<file path="config.mk">
export PLATFORM = sky130hd
export DESIGN_NAME = dps_front_end
export DESIGN_NICKNAME = d
export VERILOG_FILES = /design/src/design/dps_pkg.sv /design/src/design/dps_front_end.sv
export SDC_FILE = /design/constraint.sdc
export NUM_CORES = 1
export LEC_CHECK = 0
export BUFFER_PORTS_ARGS = -buffer_cell sky130_fd_sc_hd__buf_2
export CORE_MARGIN = 1
export CORE_UTILIZATION = 51
export CTS_BUF_LIST = sky130_fd_sc_hd__clkbuf_16
export DETAILED_ROUTE_END_ITERATION = 8
export HOLD_SLACK_MARGIN = 0.02
export PLACE_DENSITY = 0.78
export SLEW_MARGIN = 20
export SYNTH_ARGS = -nofsm -noshare
export SYNTH_HDL_FRONTEND = slang
export SYNTH_SLANG_ARGS = --single-unit
</file>
<file path="constraint.sdc">
create_clock -name ref_clk -period 2.5 [get_ports ref_clk]
set_input_delay 0.375 -clock ref_clk [delete_from_list [all_inputs] [get_ports ref_clk]]
set_output_delay 0.375 -clock ref_clk [all_outputs]
set_load 0.01 [all_outputs]
</file>
<file path="src/design/dps_pkg.sv">
package dps_pkg;

   // ----------------------------------------------------------------
   // Command word layout
   // ----------------------------------------------------------------
   localparam int CA_BYTES = 6;
   localparam int CA_W = 48;
   localparam int CA_DIR_BIT = 47;
   localparam int CA_SPACE_BIT = 46;
   localparam int CA_BURST_BIT = 45;
   localparam int CA_ROW_HI = 44;
   localparam int CA_ROW_LO = 16;
   localparam int CA_COL_HI = 2;
   localparam int CA_COL_LO = 0;

   // ----------------------------------------------------------------
   // Widths and reset values
   // ----------------------------------------------------------------
   localparam int ADDR_W = 32;
   localparam int WORD_W = 16;
   localparam int LAT_W = 4;
   localparam int HALF_PAGE_WORDS = 8;
   localparam logic [7:0] DQ_RST = 8'h00;
   localparam logic [ADDR_W-1:0] ADDR_RST = 32'h00000000;
   localparam logic [WORD_W-1:0] WORD_RST = 16'h0000;
   localparam logic [2:0] CNT_RST = 3'h0;
   localparam logic [LAT_W:0] LAT_RST = 5'h00;

   typedef enum logic [2:0] {
      DPS_IDLE,
      DPS_CMD,
      DPS_LAT,
      DPS_READ,
      DPS_WRITE,
      DPS_DONE
   } dps_state_e;

endpackage

</file>
<file path="src/design/dps_front_end.sv">
// What this block does
// - Each chip select low period is exactly one transaction.
// - Bus clock may stop between transactions; single or differential.
// - Six command bytes on the first six clock edges, high byte first.
// - Command bytes are sampled at the clock transitions.
// - Byte bit 7 travels on data line 7, bit 0 on line 0.
// - Command bit 47 high means read, low means write.
// - Command bit 46 low selects memory, high selects register space.
// - Command bit 45 low selects wrapped burst, high linear burst.
// - Command bits 44..16 carry word address bits 31..3.
// - Command bits 15..3 are reserved and ignored.
// - Command bits 2..0 carry word address bits 2..0.
// - Upper column picks an eight word half-page, lower the word.
// - Read access starts once all six command bytes are in; bursts run on.
// - Strobe shows extra latency need during the command phase.
// - During reads the strobe is driven with edge aligned data.
// - During writes the host drives the strobe as byte mask.
// - Hardware reset floats strobe and data lines and idles the block.
// - Whole 16-bit words move; address steps once per word.
// - Read byte A while strobe high, byte B while strobe low.
// - Device may pause a read burst with strobe held low.
// - Strobe high in command phase doubles the latency count.
// - Write bytes masked high are kept, masked low are written.
// - Write byte A on clock rise, byte B on clock fall.
`timescale 1ns/100ps
`default_nettype none

module dps_front_end
   import dps_pkg::*;
#(
   parameter bit DIFF_CLK = 1'b0,
   parameter int WRAP_WORDS = dps_pkg::HALF_PAGE_WORDS
)
(
   // System clock and reset.
   input wire logic ref_clk,
   input wire logic reset_n,
   // Bus pins.
   input wire logic cs_n,
   input wire logic bus_clk_true,
   input wire logic bus_clk_comp,
   input wire logic hw_reset_n,
   input wire logic [7:0] dq_in,
   output logic [7:0] dq_out,
   output logic dq_oe_n,
   input wire logic strobe_in,
   output logic strobe_out,
   output logic strobe_oe_n,
   // Latency control from the array side.
   input wire logic [dps_pkg::LAT_W-1:0] init_latency,
   input wire logic refresh_need,
   input wire logic row_pause,
   // Transaction status.
   output logic txn_active,
   output logic txn_read,
   output logic txn_reg_space,
   output logic txn_linear,
   // Array access port.
   output logic [dps_pkg::ADDR_W-1:0] mem_addr,
   output logic mem_rd,
   input wire logic [dps_pkg::WORD_W-1:0] mem_rdata,
   output logic mem_wr,
   output logic [dps_pkg::WORD_W-1:0] mem_wdata,
   output logic [1:0] mem_wmask
);
   import dps_pkg::*;

   // ----------------------------------------------------------------
   // Parameter checks
   // ----------------------------------------------------------------
   if (WRAP_WORDS < 2 || (WRAP_WORDS & (WRAP_WORDS - 1)) != 0)
   begin : g_bad_wrap
      $error("WRAP_WORDS must be a power of two of at least 2");
   end

   // Step a word address; wrapped bursts stay inside their group.
   function automatic logic [ADDR_W-1:0] next_addr(
      input logic [ADDR_W-1:0] a,
      input logic linear
   );
      logic [ADDR_W-1:0] m;
      logic [ADDR_W-1:0] inc;
      m = ADDR_W'(WRAP_WORDS - 1);
      inc = a + 32'h00000001;
      if (linear)
         next_addr = inc;
      else
         next_addr = (a & ~m) | (inc & m);
   endfunction

   // ----------------------------------------------------------------
   // Pin synchronisers
   // ----------------------------------------------------------------
   logic cs_s1, cs_s2, ckt_s1, ckt_s2, ckc_s1, ckc_s2;
   logic hwr_s1, hwr_s2, rw_s1, rw_s2, clk_lvl, clk_d;
   logic [7:0] dq_s1, dq_s2;

   // Every pin passes two flops; data and clock see equal delay, so a
   // centre aligned byte is still stable when its clock edge is seen.
   // The chain has no reset; the pins flush it while reset is held.
   always_ff @(posedge ref_clk)
   begin
      cs_s1 <= cs_n;
      cs_s2 <= cs_s1;
      ckt_s1 <= bus_clk_true;
      ckt_s2 <= ckt_s1;
      ckc_s1 <= bus_clk_comp;
      ckc_s2 <= ckc_s1;
      hwr_s1 <= hw_reset_n;
      hwr_s2 <= hwr_s1;
      rw_s1 <= strobe_in;
      rw_s2 <= rw_s1;
      dq_s1 <= dq_in;
      dq_s2 <= dq_s1;
      clk_d <= clk_lvl;
   end

   // ----------------------------------------------------------------
   // Bus clock edge detection
   // ----------------------------------------------------------------
   logic rise, fall, rst;

   // The bus clock is only sampled, never used as a clock, so a stopped
   // clock simply yields no edges.
   assign clk_lvl = DIFF_CLK ? (ckt_s2 & ~ckc_s2) : ckt_s2;
   assign rise = clk_lvl & ~clk_d & ~cs_s2;
   assign fall = ~clk_lvl & clk_d & ~cs_s2;
   assign rst = ~reset_n | ~hwr_s2;

   // ----------------------------------------------------------------
   // Transaction sequencing
   // ----------------------------------------------------------------
   dps_state_e state;
   logic [CA_W-9:0] ca;
   logic [CA_W-1:0] ca_full;
   logic [2:0] ca_cnt;
   logic [LAT_W:0] lat_cnt, lat_total;
   logic extra, lat_done, data_rise, word_live;
   logic [LAT_W-1:0] lat_one;

   assign ca_full = {ca, dq_s2};
   // A zero latency setting is served as one cycle.
   assign lat_one = (init_latency == '0) ? 4'h1 : init_latency;
   assign lat_total = extra ? {lat_one, 1'b0} : {1'b0, lat_one};
   assign lat_done = (state == DPS_LAT) && (lat_cnt == lat_total);
   assign data_rise = rise && (lat_done || state == DPS_READ ||
                               state == DPS_WRITE);

   // One chip select low period is one transaction; a high chip select
   // always returns to idle so capture restarts at the first byte.
   always_ff @(posedge ref_clk)
   begin
      if (rst || cs_s2)
         state <= DPS_IDLE;
      else
      begin
         case (state)
            DPS_IDLE:
               state <= DPS_CMD;
            DPS_CMD:
               if ((rise || fall) && ca_cnt == 3'(CA_BYTES - 1))
                  state <= DPS_LAT;
            DPS_LAT:
               if (data_rise)
                  state <= txn_read ? DPS_READ : DPS_WRITE;
            DPS_READ, DPS_WRITE, DPS_DONE:
               state <= state;
            default:
               state <= DPS_IDLE;
         endcase
      end
   end

   // Command bytes shift in on both clock edges.
   always_ff @(posedge ref_clk)
   begin
      if (rst || state == DPS_IDLE)
      begin
         ca <= '0;
         ca_cnt <= CNT_RST;
      end
      else if (state == DPS_CMD && (rise || fall))
      begin
         ca <= ca_full[CA_W-9:0];
         ca_cnt <= ca_cnt + 3'h1;
      end
   end

   // Latency request is frozen when the transaction opens.
   always_ff @(posedge ref_clk)
   begin
      if (rst)
         extra <= 1'b0;
      else if (state == DPS_IDLE)
         extra <= refresh_need;
   end

   // Latency counts whole bus clock cycles after the command phase.
   always_ff @(posedge ref_clk)
   begin
      if (rst || state != DPS_LAT)
         lat_cnt <= LAT_RST;
      else if (rise && !lat_done)
         lat_cnt <= lat_cnt + 5'h01;
   end

   // ----------------------------------------------------------------
   // Decode and address tracking
   // ----------------------------------------------------------------
   logic ca_last;
   assign ca_last = state == DPS_CMD && (rise || fall) &&
                    ca_cnt == 3'(CA_BYTES - 1);

   // Reserved bits 15..3 are simply not looked at.
   always_ff @(posedge ref_clk)
   begin
      if (rst)
      begin
         txn_read <= 1'b0;
         txn_reg_space <= 1'b0;
         txn_linear <= 1'b0;
         mem_addr <= ADDR_RST;
      end
      else if (ca_last)
      begin
         txn_read <= ca_full[CA_DIR_BIT];
         txn_reg_space <= ca_full[CA_SPACE_BIT];
         txn_linear <= ca_full[CA_BURST_BIT];
         mem_addr <= {ca_full[CA_ROW_HI:CA_ROW_LO],
                      ca_full[CA_COL_HI:CA_COL_LO]};
      end
      // Step as each word leaves, so the next fetch sees its address.
      else if (mem_wr || (data_rise && txn_read && !row_pause))
         mem_addr <= next_addr(mem_addr, txn_linear);
   end

   always_ff @(posedge ref_clk)
   begin
      if (rst)
         txn_active <= 1'b0;
      else
         txn_active <= state != DPS_IDLE;
   end

   // ----------------------------------------------------------------
   // Read path
   // ----------------------------------------------------------------
   logic rd_valid, rd_first, rd_next;
   logic [WORD_W-1:0] rd_word;
   logic [7:0] byte_b;

   // The first fetch goes out as soon as the command is complete, long
   // before the first data edge; later fetches follow each word out.
   // The address steps as a word leaves, so the fetch raised a cycle
   // later already reads the next word.
   assign rd_first = ca_last && ca_full[CA_DIR_BIT];
   always_ff @(posedge ref_clk)
   begin
      if (rst)
      begin
         mem_rd <= 1'b0;
         rd_next <= 1'b0;
         rd_valid <= 1'b0;
         rd_word <= WORD_RST;
      end
      else
      begin
         rd_next <= data_rise && txn_read && !row_pause;
         mem_rd <= rd_first || rd_next;
         rd_valid <= mem_rd;
         if (rd_valid)
            rd_word <= mem_rdata;
      end
   end

   // Byte A leaves with the strobe rise, byte B with its fall. A paused
   // cycle keeps the strobe low and sends nothing.
   always_ff @(posedge ref_clk)
   begin
      if (rst || cs_s2)
      begin
         dq_out <= DQ_RST;
         byte_b <= DQ_RST;
         word_live <= 1'b0;
         strobe_out <= 1'b0;
      end
      else if (state == DPS_CMD || (state == DPS_LAT && !data_rise))
         strobe_out <= extra;
      else if (data_rise && txn_read)
      begin
         word_live <= !row_pause;
         strobe_out <= !row_pause;
         if (!row_pause)
         begin
            dq_out <= rd_word[15:8];
            byte_b <= rd_word[7:0];
         end
      end
      else if (fall && state == DPS_READ && word_live)
      begin
         strobe_out <= 1'b0;
         dq_out <= byte_b;
      end
   end

   // Strobe is ours in the command phase and in reads; in writes it is
   // released after the command so the host can mask. Data lines are
   // driven only in the read data phase.
   always_ff @(posedge ref_clk)
   begin
      if (rst || cs_s2)
      begin
         strobe_oe_n <= 1'b1;
         dq_oe_n <= 1'b1;
      end
      else
      begin
         strobe_oe_n <= !(state == DPS_CMD ||
                          ((state == DPS_LAT || state == DPS_READ) &&
                           txn_read));
         dq_oe_n <= !(state == DPS_READ || (data_rise && txn_read));
      end
   end

   // ----------------------------------------------------------------
   // Write path
   // ----------------------------------------------------------------
   logic [7:0] byte_a;
   logic mask_a;

   // Byte A with its mask arrives on the rise, byte B on the fall; the
   // whole word goes to the array once both are in.
   always_ff @(posedge ref_clk)
   begin
      if (rst)
      begin
         byte_a <= DQ_RST;
         mask_a <= 1'b1;
         mem_wr <= 1'b0;
         mem_wdata <= WORD_RST;
         mem_wmask <= 2'h3;
      end
      else
      begin
         mem_wr <= 1'b0;
         if (data_rise && !txn_read)
         begin
            byte_a <= dq_s2;
            mask_a <= rw_s2;
         end
         else if (fall && state == DPS_WRITE)
         begin
            mem_wr <= 1'b1;
            mem_wdata <= {byte_a, dq_s2};
            mem_wmask <= {mask_a, rw_s2};
         end
      end
   end

endmodule

`default_nettype wire

</file>
* Yosys cells after proc, flatten, opt, wreduce, memory -nomap -nowiden *
Index checks and enable logic that the tools add are counted.

operators by class
  mux-type cells = 16
  div/mod/pow operators = 0
  reductions and logical operators = 46
  eq/ne operators = 11
  add/sub/neg operators = 3
  bitwise operators = 15
  shift-type cells = 0
  multiply operators = 0
  magnitude comparators = 0

operators with widths
  cell                                                              count
  32-bit 2-to-1 mux                                                 3
  32-bit by 1-bit adder with 32-bit output (second input constant)  1
  32-bit by 3-bit bitwise OR with 32-bit output                     1
  8-bit 2-to-1 mux                                                  3
  1-bit logical AND                                                 15
  1-bit logical OR                                                  12
  3-bit one-hot mux with 4 select lines                             1
  3-bit == test (second input constant)                             3
  3-bit 2-to-1 mux                                                  3
  1-bit inverter                                                    9
  3-bit AND reduction                                               3
  3-bit by 2-bit == test with 1-bit output (second input constant)  2
  1-bit logical NOT                                                 6
  2-bit inequality test (second input constant)                     3
  3-bit nonzero test                                                2
  5-bit by 1-bit adder with 5-bit output (second input constant)    1
  5-bit == test                                                     1
  5-bit 2-to-1 mux                                                  1
  1-bit AND                                                         4
  4-bit logical NOT                                                 1
  1-bit 2-to-1 mux                                                  4
  4-bit 2-to-1 mux                                                  1
  2-bit AND reduction                                               2
  2-bit nonzero test                                                2
  7 further kinds                                                   7

storage, ports and cells
  flip-flop bits (word level) = 180
  bits in read-only memories = 0
  memories kept = 0
  memory bits (writable) = 0
  bits of input ports = 37
  output and inout bits = 67
  latch bits = 0

* Logic depth before layout (Yosys ltp) *
Gate-level depths: netlist (run 1).

  depth in word-level cells = 13
  depth in mapped cells = 9

* Worst setup path after synthesis (run 1) *
OpenSTA, ideal clock, no wires.

  kind = reg2reg
  start = register extra
  end = register mask_a
  path buffers = 2
  stages on the path, launching flop included = 10
  required time = 2370 ps
  setup slack = 156 ps
  clock period less this slack = 2344 ps
  arrival = 2215 ps
  cell sequence = dfxtp_1 -> buf_6 -> mux2_4 -> o21a_1 -> nor4_4 -> a221oi_4 -> or3_1 -> buf_6 -> mux2i_1 -> nand2_1

between the ends
  cells in the longest elaborated chain, start to end = 7

ends and longest elaborated chain
  what                            RTL line              text
  from (decl)                     dps_front_end.sv:138  logic extra, lat_done, data_rise, word_live;
  from (signal assigned)          dps_front_end.sv:195  extra <= refresh_need;
  5-bit 2-to-1 mux                dps_front_end.sv:144  assign lat_total = extra ? {lat_one, 1'b0} : {1'b0, lat_one};
  5-bit == test                   dps_front_end.sv:145  assign lat_done = (state == DPS_LAT) && (lat_cnt == lat_total);
  1-bit logical AND               dps_front_end.sv:145
  1-bit logical OR (2 in series)  dps_front_end.sv:146  assign data_rise = rise && (lat_done || state == DPS_READ ||
  1-bit logical AND               dps_front_end.sv:146
  1-bit logical AND               dps_front_end.sv:346  if (data_rise && !txn_read)
  to (signal assigned)            dps_front_end.sv:349  mask_a <= rw_s2;
  to (decl)                       dps_front_end.sv:329  logic mask_a;

No other way between the ends.
A chain may end at the register's enable or synchronous reset.

* Worst setup path after layout (run 1) *
  start = register extra
  end = register mem_addr[13] (netlist name)

between the ends
  cells in the longest elaborated chain, start to end = 10

ends and longest elaborated chain
  what                                 RTL line              text
  5-bit 2-to-1 mux                     dps_front_end.sv:144
  5-bit == test                        dps_front_end.sv:145
  1-bit logical AND                    dps_front_end.sv:145
  1-bit logical OR (2 in series)       dps_front_end.sv:146
  1-bit logical AND                    dps_front_end.sv:146
  1-bit logical AND (2 in series)      dps_front_end.sv:233  else if (mem_wr || (data_rise && txn_read && !row_pause))
  1-bit logical OR                     dps_front_end.sv:233
  2-bit nonzero test (no source line)  -
  to (signal assigned)                 dps_front_end.sv:229  mem_addr <= {ca_full[CA_ROW_HI:CA_ROW_LO],
  to (signal assigned)                 dps_front_end.sv:234  mem_addr <= next_addr(mem_addr, txn_linear);
  to (decl)                            dps_front_end.sv:59   output logic [dps_pkg::ADDR_W-1:0] mem_addr,

No other way between the ends.

==> impl_metrics.ini, run 1 <==
[outcome]
result_of_the_run = finished, final reports clean

[yosys]
synth_nets = 845
synthesis.instances = 804
number_of_enable_type_register_cells_in_the_synthesized_netlist = 0
synth.lib_cells_used.distinct = 65
synth_top_area_share = 0.5035
async_reset_ff_frac = 0
ys_dominant_reg_cell = dfxtp_1
sequential_share_of_the_synthesized_area = 0.5035
yosys_register_bits = 180
netlist.top_cell.by_area = dfxtp_1
synth_top_cells_by_area = dfxtp_1 (50%), nand2_1 (8.3%), a21oi_1 (5.6%)
post_synthesis_average_cell_area_um2 = 8.902
synth.cell_area_um2 = 7157
yosys_warnings = 0

[layout]
syn2layout_area_growth_pct = 22.48
post_route_cells_drive_above_1_share = 0.2317
final_cell_utilization_of_the_core = 0.6516
filler_cells = 1118
postLayoutCellArea_um2 = 8766
insertedDiodeCount = 0
final_nets = 969

[setup_path]
crit_path_kind = flop to flop
worstSetupEndpoint = mem_addr[13]
setup.reg_to_reg.worst_slack_ps = 110
critical_path.startpoint_type = flop
cp_max_fo = 7
reg2regPathDepth = 9
crit_required_ps = 2820
worst-endpoint-arrival_ps = 2710
reg2reg_to = mem_addr[13]
regToRegStartpoint = extra
setup.worst_path.start = extra
crit_path_end_kind = flop

[min_path]
min_path_type = input pin to flop

[clock_network]
clock_tree.root_cell = clkbuf_16
cts.clk_slew.worst_paths_ps = 70
clock_sinks = 180
cts-root-to-sink-buffers = 2
tritoncts.num_buffers = 17
htreeDepth = 4
cts_hold_repair.buffers = 0
clkLatencyLatePin_ps = 430
tritoncts_clock_tree = done

[placement]
place.port_buffers = 102
gp_routability_congestion = 0.8642
dpl-instance-area_um2 = 8044
detailedPlacementHpwl_um = 11600

[timing]
rsz0062_at_grt = false
worst_slew_margin_rel = 0.3810
achievable-frequency_ghz = 0.4183
post-route-min-period_ps = 2390
setup_total_negative_slack_ps = 0
number_of_hold_violations_in_the_final_report = 0
finalMaxSlewViolations = 0
worst-slew-pin-transition_ps = 927.2
skew_ps = 11.72
fin_crit_sh = 0.9562
timing.final.setup_violations = 0

[floorplan]
fp.dieH_um = 120.5
die_w_um = 120.5
initial_core_util = 0.5320
die_area_um2 = 14510
placementRows = 42
pin_count = 104
fp.coreArea_um2 = 13450

[routing]
dr_wl_met3_um = 1032
drt-met1-wl_um = 7540
vias = 6178
antenna_violating_nets_post_route = 0
wl_um = 17530
met2_length_um = 8661
route.detailed.vias_per_inst = 5.531
avgRoutedWirePerCell_um = 15.69
firstDrtPassIters = 6
top_layer = met4
number_of_drc_violations_after_detailed_routing = 0
initialDrtViolationCount = 415

[power]
irDropWorstVdd_v = 0.0005780
power.density_cell_area_nw_per_um2 = 658.5
total_leakage_power_uw = 0.003470

[grt]
grt_start_max_net_pins = 55
grt_pass1_vias = 5732
grt_residual_overflow = 0
antenna_found_initial = 0
track_usage = 0.2431
wire_length_of_the_first_global_routing_pass_um = 27840

[flow_run]
timing.max_cap.violations = 0
kinds of logic (layout without fill, tap and decap cells):
family | count (synthesis) | count (layout) | share of synthesized area
fa+ha+maj | 4 | 4 | 0.006993
xor+xnor | 30 | 30 | 0.03671
compound gates | 170 | 171 | 0.1483
buf+inv | 57 | 193 | 0.03846
flops | 180 | 180 | 0.5035
simple gates | 324 | 324 | 0.2108
mux | 39 | 39 | 0.05524
power breakdown:
group,internal (uW),total [uW],switching (uW),leakage [uW]
Clock,1520,2720,1200,0.000305
Sequential,2890,2900,15.4,0.00146
Combinational,58.5,144,85.2,0.00171
Total,4470,5770,1300,0.00347
per-stage QoR:
stage | setup slack (ps) | std cells | hold slack (ps) | power (uW)
6_report | 109.5 | 1117 | 40.69 | 5772
5_1_grt | 8.042 | 1117 | 26.29 | 5943
4_1_cts | 2.702 | 1114 | 31.63 | 5783
3_5_place_dp | -184.2 | 1081 | 312.1 | 3100
3_3_place_gp | -107.4 | 1081 | 310.8 | 3098
2_1_floorplan | 155.6 | 804 | 309.6 | 3038
final cells by class:
cell class	count	area, um2	area share
clock inverters	15	190.2	0.02170
clock buffers	17	425.4	0.04853
flip-flops and latches	180	3605	0.4112
repair buffers	152	927.1	0.1058
inverters	9	33.78	0.003854
multi-input cells	568	3364	0.3838
well taps	176	220.2	0.02512
registers in the layout, indices dropped and copies added (netlist names), 2 cells and up:
register,cells
dq_s2,8
byte_a,8
rd_word,16
mem_addr,32
byte_b,8
ca_cnt,3
ca,40
state,3
dq_s1,8
lat_cnt,5
dq_out,8
mem_wmask,2
mem_wdata,16
worst max-delay path, stage by stage, from the launching register on:
cell	delay [ps]
dfxtp_2	360
mux2_4	310
nor3_1	280
nor4_4	90
buf_4	170
a41oi_4	360
buf_4	220
nand2_2	110
buf_4	180
o211a_1	200
per-layer routing:
| metal | up-vias | GRT usage |
|---|---|---|
| li1 | 3023 | - |
| met1 | 2930 | 0.3045 |
| met4 | 0 | 0.07099 |
| met3 | 28 | 0.05755 |
| met2 | 197 | 0.4149 |
| met5 | - | 0 |
how the worst min path moves through the flow:
stage / cells after the start / end / start
after floorplan: 0 / ckt_s2 / ckt_s1
after global placement: 0 / cs_s2 / cs_s1
after detailed placement: 0 / dq_s2[6] / dq_s1[6]
after CTS: 1 / dq_s1[7] / dq_in[7]
after global routing: 1 / dq_s1[5] / dq_in[5]
final: 1 / dq_s1[7] / dq_in[7]
layout by cell type, fill, tap and decap left out, drive strengths merged, types with 2 or more instances in the layout:
cell type  synthesis  layout
and3               5       5
nor2              73      73
a211o              2       2
o22ai              9       9
nor4               3       3
nor3              11      11
buf               10     152
a21oi             80      80
xnor2             12      12
inv                9      17
o211ai             2       2
mux2i             38      38
nand3b             2       2
o21a               3       3
nand2            162     162
nor4b              4       4
or2                2       2
clkinv             0       5
nand2b             6       6
nor2b              6       6
a31oi             12      12
dfxtp            180     180
bufinv             0       2
o211a              9       9
nand3             17      17
or3                4       4
a221oi             2       2
nand4             16      16
a311oi             2       2
o21ai             30      30
a41oi              2       3
xor2              18      18
ha                 4       4
and2               7       7
clkbuf            36      17
a211oi             9       9
repair_timing:
action	CTS	global route
gates resized for setup	2	12
endpoints found under the setup margin	17	57
setup buffers	1	2
pin swaps	2	4
gates cloned	0	1
synth_stat cells (4+ instances only):
cell / n
a211oi_1: 9
nand2b_1: 6
nand3_1: 17
nand2_1: 158
inv_1: 9
a21oi_1: 80
xnor2_1: 12
o22ai_1: 8
and3_1: 5
mux2i_1: 38
a31oi_1: 12
nor2b_1: 6
or3_1: 4
clkbuf_1: 36
nand4_1: 16
ha_1: 4
xor2_1: 18
o211a_1: 9
nor3_1: 7
buf_6: 4
o21ai_0: 30
dfxtp_1: 180
and2_1: 7
nor2_1: 72
No activity file was read; power rests on OpenSTA's default activity.
==> run 2, diff against run 1 <==
- ABC_AREA: not set -> 1
- CORE_UTILIZATION: 51 -> 42
- PLACE_DENSITY: 0.78 -> 0.64
- clock period: 2.5 -> 2.2 ns (I/O delays scaled with it)
==> run 2 against run 1 <==
Compared with the run above:
- clock power is 18% higher
- routed wire length is 10% higher
- cell count is 27% higher
- critical endpoint is now mem_addr[16]
- highest routed layer unchanged
- power is 16% higher
- sequential cell count stayed put
- critical path type unchanged
==> impl_metrics.ini, run 2 <==
[outcome]
result_of_the_run = finished, final reports clean

[routing]
avgRoutedWirePerCell_um = 13.67
wl_um = 19350
firstDrtPassIters = 6
antenna_violating_nets_post_route = 0
vias = 7024
initialDrtViolationCount = 536
number_of_drc_violations_after_detailed_routing = 0
route.detailed.vias_per_inst = 4.964

[setup_path]
crit_slowest_cell = dfxtp_1
worst-endpoint-arrival_ps = 2390
crit_path_end_kind = flop
cp_max_fo = 32
crit_path_cell_trace = inv_1 > nand3_2 > a21oi_4 > nand2_4 > inv_2 > or2_1 > buf_4 > nand3b_1 > nand2_1 > nor2_1
slowest_stage_delay_on_critical_path_ps = 380
critical_path.startpoint_type = flop
crit_path_kind = flop to flop
path_buf_inv = 3
crit_required_ps = 2530
cpLargestDelayFamily = simple AND/OR/NAND/NOR gates

[flow_run]
timing.max_cap.violations = 0

[yosys]
synth_top_area_share = 0.4702
synth_common_cells = nand2_1 (207), dfxtp_1 (180), nor2_1 (151), o21ai_0 (117), a21oi_1 (110)
number_of_enable_type_register_cells_in_the_synthesized_netlist = 0
synth.lib_cells_used.distinct = 41
async_reset_ff_frac = 0
synth_nets = 1101
ys_dominant_reg_cell = dfxtp_1
netlist.top_cell.by_area = dfxtp_1
yosys_warnings = 0
synth.cell_area_um2 = 7664
post_synthesis_average_cell_area_um2 = 7.230
synthesis.instances = 1060
yosys_register_bits = 180
yosysMostFrequentCell = nand2_1
synth_top_cells_by_area = dfxtp_1 (47%), nand2_1 (10%), o21ai_0 (7.6%)
sequential_share_of_the_synthesized_area = 0.4702

[clock_network]
tritoncts.num_buffers = 17
clock_tree.root_cell = clkbuf_16
cts.clk_slew.worst_paths_ps = 70
clock_sinks = 180
htreeDepth = 4
cts-root-to-sink-buffers = 2
tritoncts_clock_tree = done
clkLatencyLatePin_ps = 440

[layout]
most_frequent_standard_cell_in_the_layout_excluding_fill_and_tap_cells = nand2_1
instances_no_fill = 1415
final_nets = 1214
post_route_cells_drive_above_1_share = 0.1661
final_cell_utilization_of_the_core = 0.5161
reg.largest.list = ca (40), mem_addr (32)
largest_register = ca
syn2layout_area_growth_pct = 20.57
final_cell_mix = nand2_1 (206), dfxtp_1 (178), nor2_1 (149)
number_of_flip_flops_under_the_largest_register_name = 40
insertedDiodeCount = 0

[timing]
number_of_hold_violations_in_the_final_report = 0
achievable-frequency_ghz = 0.4862
rsz0062_at_grt = true
worst-slew-pin-transition_ps = 510.3
timing.final.setup_violations = 0
fin_crit_sh = 0.9349
worst_slew_margin_rel = 0.6595
skew_ps = 12.02
fin_hold_ws_ps = 131.5
finalMaxSlewViolations = 0
post-route-min-period_ps = 2057

[placement]
detailedPlacementHpwl_um = 13550
gp_routability_congestion = 0.9088
place.port_buffers = 102
placed_cells = 1370

[grt]
grt_residual_overflow = 0
grt_pass1_vias = 6143
track_usage = 0.2131
grt_start_max_net_pins = 49
wire_length_of_the_first_global_routing_pass_um = 31060
antenna_found_initial = 0

[floorplan]
pin_count = 104
fp.dieH_um = 137.1
die_w_um = 137.1
fp.coreArea_um2 = 17900
placementRows = 49
die_area_um2 = 18790
initial_core_util = 0.4281

[min_path]
min_path_type = input pin to flop

[power]
netSwitchingFraction = 0.2351
power.density_cell_area_nw_per_um2 = 722.9
irDropWorstVdd_v = 0.0005954
seqPwrFrac = 0.494
net-switching-power_uw = 1570
power.combinational.fraction = 0.027
total_leakage_power_uw = 0.003836
pwr-share-clk = 0.479
internal_power_uw = 5109
run 2: final cells by class:
type | count | area, um2
clock inverters | 15 | 209.0
inverters | 104 | 394.1
multi-input cells | 726 | 3443
clock buffers | 17 | 425.4
fillers | 1729 | 8662
repair buffers | 144 | 875.8
well taps | 229 | 286.5
flip-flops and latches | 180 | 3606
run 2: worst reg2reg max path, stage by stage (launching register included):
cell and delay [ps]:
dfxtp_1 380, inv_1 140, nand3_2 160, a21oi_4 210, nand2_4 90, inv_2 60, or2_1 270, buf_4 380
nand3b_1 160, nand2_1 80, nor2_1 40
run 2: power by group through the flow:
stage	Sequential [uW]	Combinational, uW	Clock, uW
3_5_place_dp	3380	165	0
6_report	3300	182	3200
2_1_floorplan	3370	104	0
4_1_cts	3300	182	3250
5_1_grt	3300	206	3390
3_3_place_gp	3380	163	0
run 2: timing repair:
item	in CTS	in global routing
resized for setup	0	8
setup buffers	0	1
setup endpoints to repair	0	39
hold buffers	12	0
endpoints found under the hold margin	12	0
run 2: worst paths after layout:
kind                start      endpoint  slack [ps]  cells past startpoint
max              state[2]  mem_addr[16]         140                     10
min          refresh_need         extra         130                      3
max reg2reg      state[2]  mem_addr[16]         140                     10
min reg2reg         cs_s1         cs_s2         330                      0
run 2: cells by family after synthesis:
family,count (synthesis),synth area share
AND/OR/NAND/NOR,468,0.2640
AO/OA/AOI/OAI,246,0.1667
flip-flops,180,0.4702
buffers and inverters,154,0.08343
XOR/XNOR,8,0.009143
adder cells (fa/ha/maj),4,0.006531
run 2: metrics by stage:
step	power [uW]	setup WS, ps	setup TNS (ps)	instance area (um2)
4_1_cts	6738	118.6	0	9203
5_1_grt	6901	-3.745	-3.745	9240
3_5_place_dp	3543	130.7	0	8448
6_report	6680	143.3	0	9240
3_3_place_gp	3541	151.8	0	8448
2_1_floorplan	3475	354.2	0	7664
run 2: per-layer routing:
| layer | share of wire | global-route usage | up-vias |
|---|---|---|---|
| met5 | 0 | 0 | - |
| met2 | 0.45 | 0.3291 | 188 |
| li1 | - | - | 3674 |
| met4 | 0.020 | 0.07814 | 0 |
| met1 | 0.48 | 0.2934 | 3127 |
| met3 | 0.055 | 0.04111 | 35 |
==> run 3, diff against run 2 <==
- HOLD_SLACK_MARGIN: 0.02 -> 0.15
- PLACE_DENSITY: 0.64 -> not set
==> run 3 against run 2 <==
Compared with the run above:
- power is 0.21% lower
- worst setup slack better by 75 ps
- largest power group unchanged
- hold slack better by 32 ps
- non-clock buffer count is 15 higher
- highest routed layer unchanged
- maximum frequency is 3.8% higher
- via count is 1.4% higher
- global-route usage is 0.71 points higher
- first-iteration DRC count is 27% lower
==> impl_metrics.ini, run 3 (same netlist as run 2, synthesis figures left out) <==
[clock_network]
tritoncts_clock_tree = done
cts-root-to-sink-buffers = 2
clock_tree.root_cell = clkbuf_16
tritoncts.num_buffers = 17
clock_sinks = 180
cts.clk_slew.worst_paths_ps = 80
clkLatencyLatePin_ps = 440
htreeDepth = 4

[power]
irDropWorstVdd_v = 0.0005465
total_leakage_power_uw = 0.003904
power.density_cell_area_nw_per_um2 = 708.4

[layout]
final_nets = 1229
number_of_flip_flops_under_the_largest_register_name = 40
most_frequent_standard_cell_in_the_layout_excluding_fill_and_tap_cells = nand2_1
post_route_cells_drive_above_1_share = 0.1707
reg.largest.list = ca (40), mem_addr (32)
largest_register = ca
final_cell_mix = nand2_1 (207), dfxtp_1 (177), nor2_1 (149)
syn2layout_area_growth_pct = 22.78
filler_cells = 1797
insertedDiodeCount = 0
final_cell_utilization_of_the_core = 0.5256

[timing]
fin_hold_ws_ps = 163.1
skew_ps = 11.18
post-route-min-period_ps = 1982
number_of_hold_violations_in_the_final_report = 0
achievable-frequency_ghz = 0.5046
rsz0062_at_grt = false
fin_crit_sh = 0.9008
worst-slew-pin-transition_ps = 515.4
worst_slew_margin_rel = 0.6560
setup_total_negative_slack_ps = 0
finalMaxSlewViolations = 0
timing.final.setup_violations = 0

[routing]
avgRoutedWirePerCell_um = 14.00
wl_um = 20010
number_of_drc_violations_after_detailed_routing = 0
firstDrtPassIters = 5
route.detailed.vias_per_inst = 4.982
vias = 7124
initialDrtViolationCount = 389
antenna_violating_nets_post_route = 0

[grt]
grt_residual_overflow = 0
track_usage = 0.2203
antenna_found_initial = 0
wire_length_of_the_first_global_routing_pass_um = 32050
grt_pass1_vias = 6347
grt_start_max_net_pins = 48

[setup_path]
reg2reg_to = mem_addr[16]
crit_path_kind = flop to flop
crit_path_end_kind = flop
cp_max_fo = 15
worst-endpoint-arrival_ps = 2310
crit_required_ps = 2530
reg2regPathDepth = 13
critical_path.startpoint_type = flop
worstSetupEndpoint = mem_addr[16]
setup.reg_to_reg.worst_slack_ps = 220
setup.worst_path.start = state[2]
regToRegStartpoint = state[2]

[floorplan]
placementRows = 49
die_w_um = 137.1
fp.dieH_um = 137.1
initial_core_util = 0.4281
pin_count = 104
die_area_um2 = 18790
fp.coreArea_um2 = 17900

[placement]
place.port_buffers = 102
detailedPlacementHpwl_um = 14050
gp_routability_congestion = 0.9169

[outcome]
result_of_the_run = finished, final reports clean

[flow_run]
timing.max_cap.violations = 0

[min_path]
min_path_type = input pin to flop
## run 3: area by class of cell
type	instances	area (um2)	share of cell area
clock inverter	15	214.0	0.02274
clock buffer	17	425.4	0.04521
timing repair buffer	159	1031	0.1096
inverter	104	394.1	0.04189
multi-input combinational	726	3451	0.3668
tap	229	286.5	0.03045
sequential	180	3607	0.3834
## run 3: timing repair
item,in CTS,in global routing
endpoints found under the setup margin,0,33
resized for setup,0,8
setup buffers,0,3
endpoints found under the hold margin,22,0
hold buffers,22,0
## run 3: worst min path at each step
stage,from,end,slack [ps],depth (start not counted)
finish,mem_rdata[9],rd_word[9],160,3
global route,mem_rdata[11],rd_word[11],160,3
CTS,mem_rdata[8],rd_word[8],150,3
detailed placement,dq_s1[7],dq_s2[7],310,0
global placement,ckt_s1,ckt_s2,310,0
floorplan,ckt_s1,ckt_s2,310,0
## run 3: stage by stage
step                setup WS (ps)  cells  power, uW  instance area [um2]
floorplan                   354.2   1060       3475                 7664
global placement            146.5   1373       3543                 8496
detailed placement          111.1   1373       3543                 8496
CTS                         81.08   1427       6738                 9355
global route                6.012   1430       6920                 9409
finish                      218.3   1430       6666                 9409
## run 3: metal layers
layer  up-vias  global-route usage  part of all wire
li1       3698                   -                 -
met1      3226              0.2999              0.49
met2       173              0.3521              0.46
met3        27             0.03333             0.041
met4         0             0.07814             0.017
met5         -                   0                 0
## run 3: critical path: stages, from the launching register on
cell and delay, ps:
dfxtp_2 360, nor2_2 150, nand2_2 90, a21oi_1 140
nand3_1 100, nor2_2 100, nand2_2 80, nand2_4 80
nand4_4 160, nand3_4 240, buf_12 170, nand3b_1 100
nand2_1 70, nor2_1 40
## run 3: power by group
part / internal [uW] / switching (uW) / leakage, uW / total, uW
logic: 85.1 / 111 / 0.00214 / 196
clock network: 1590 / 1580 / 0.000307 / 3170
registers: 3280 / 17.0 / 0.00146 / 3300
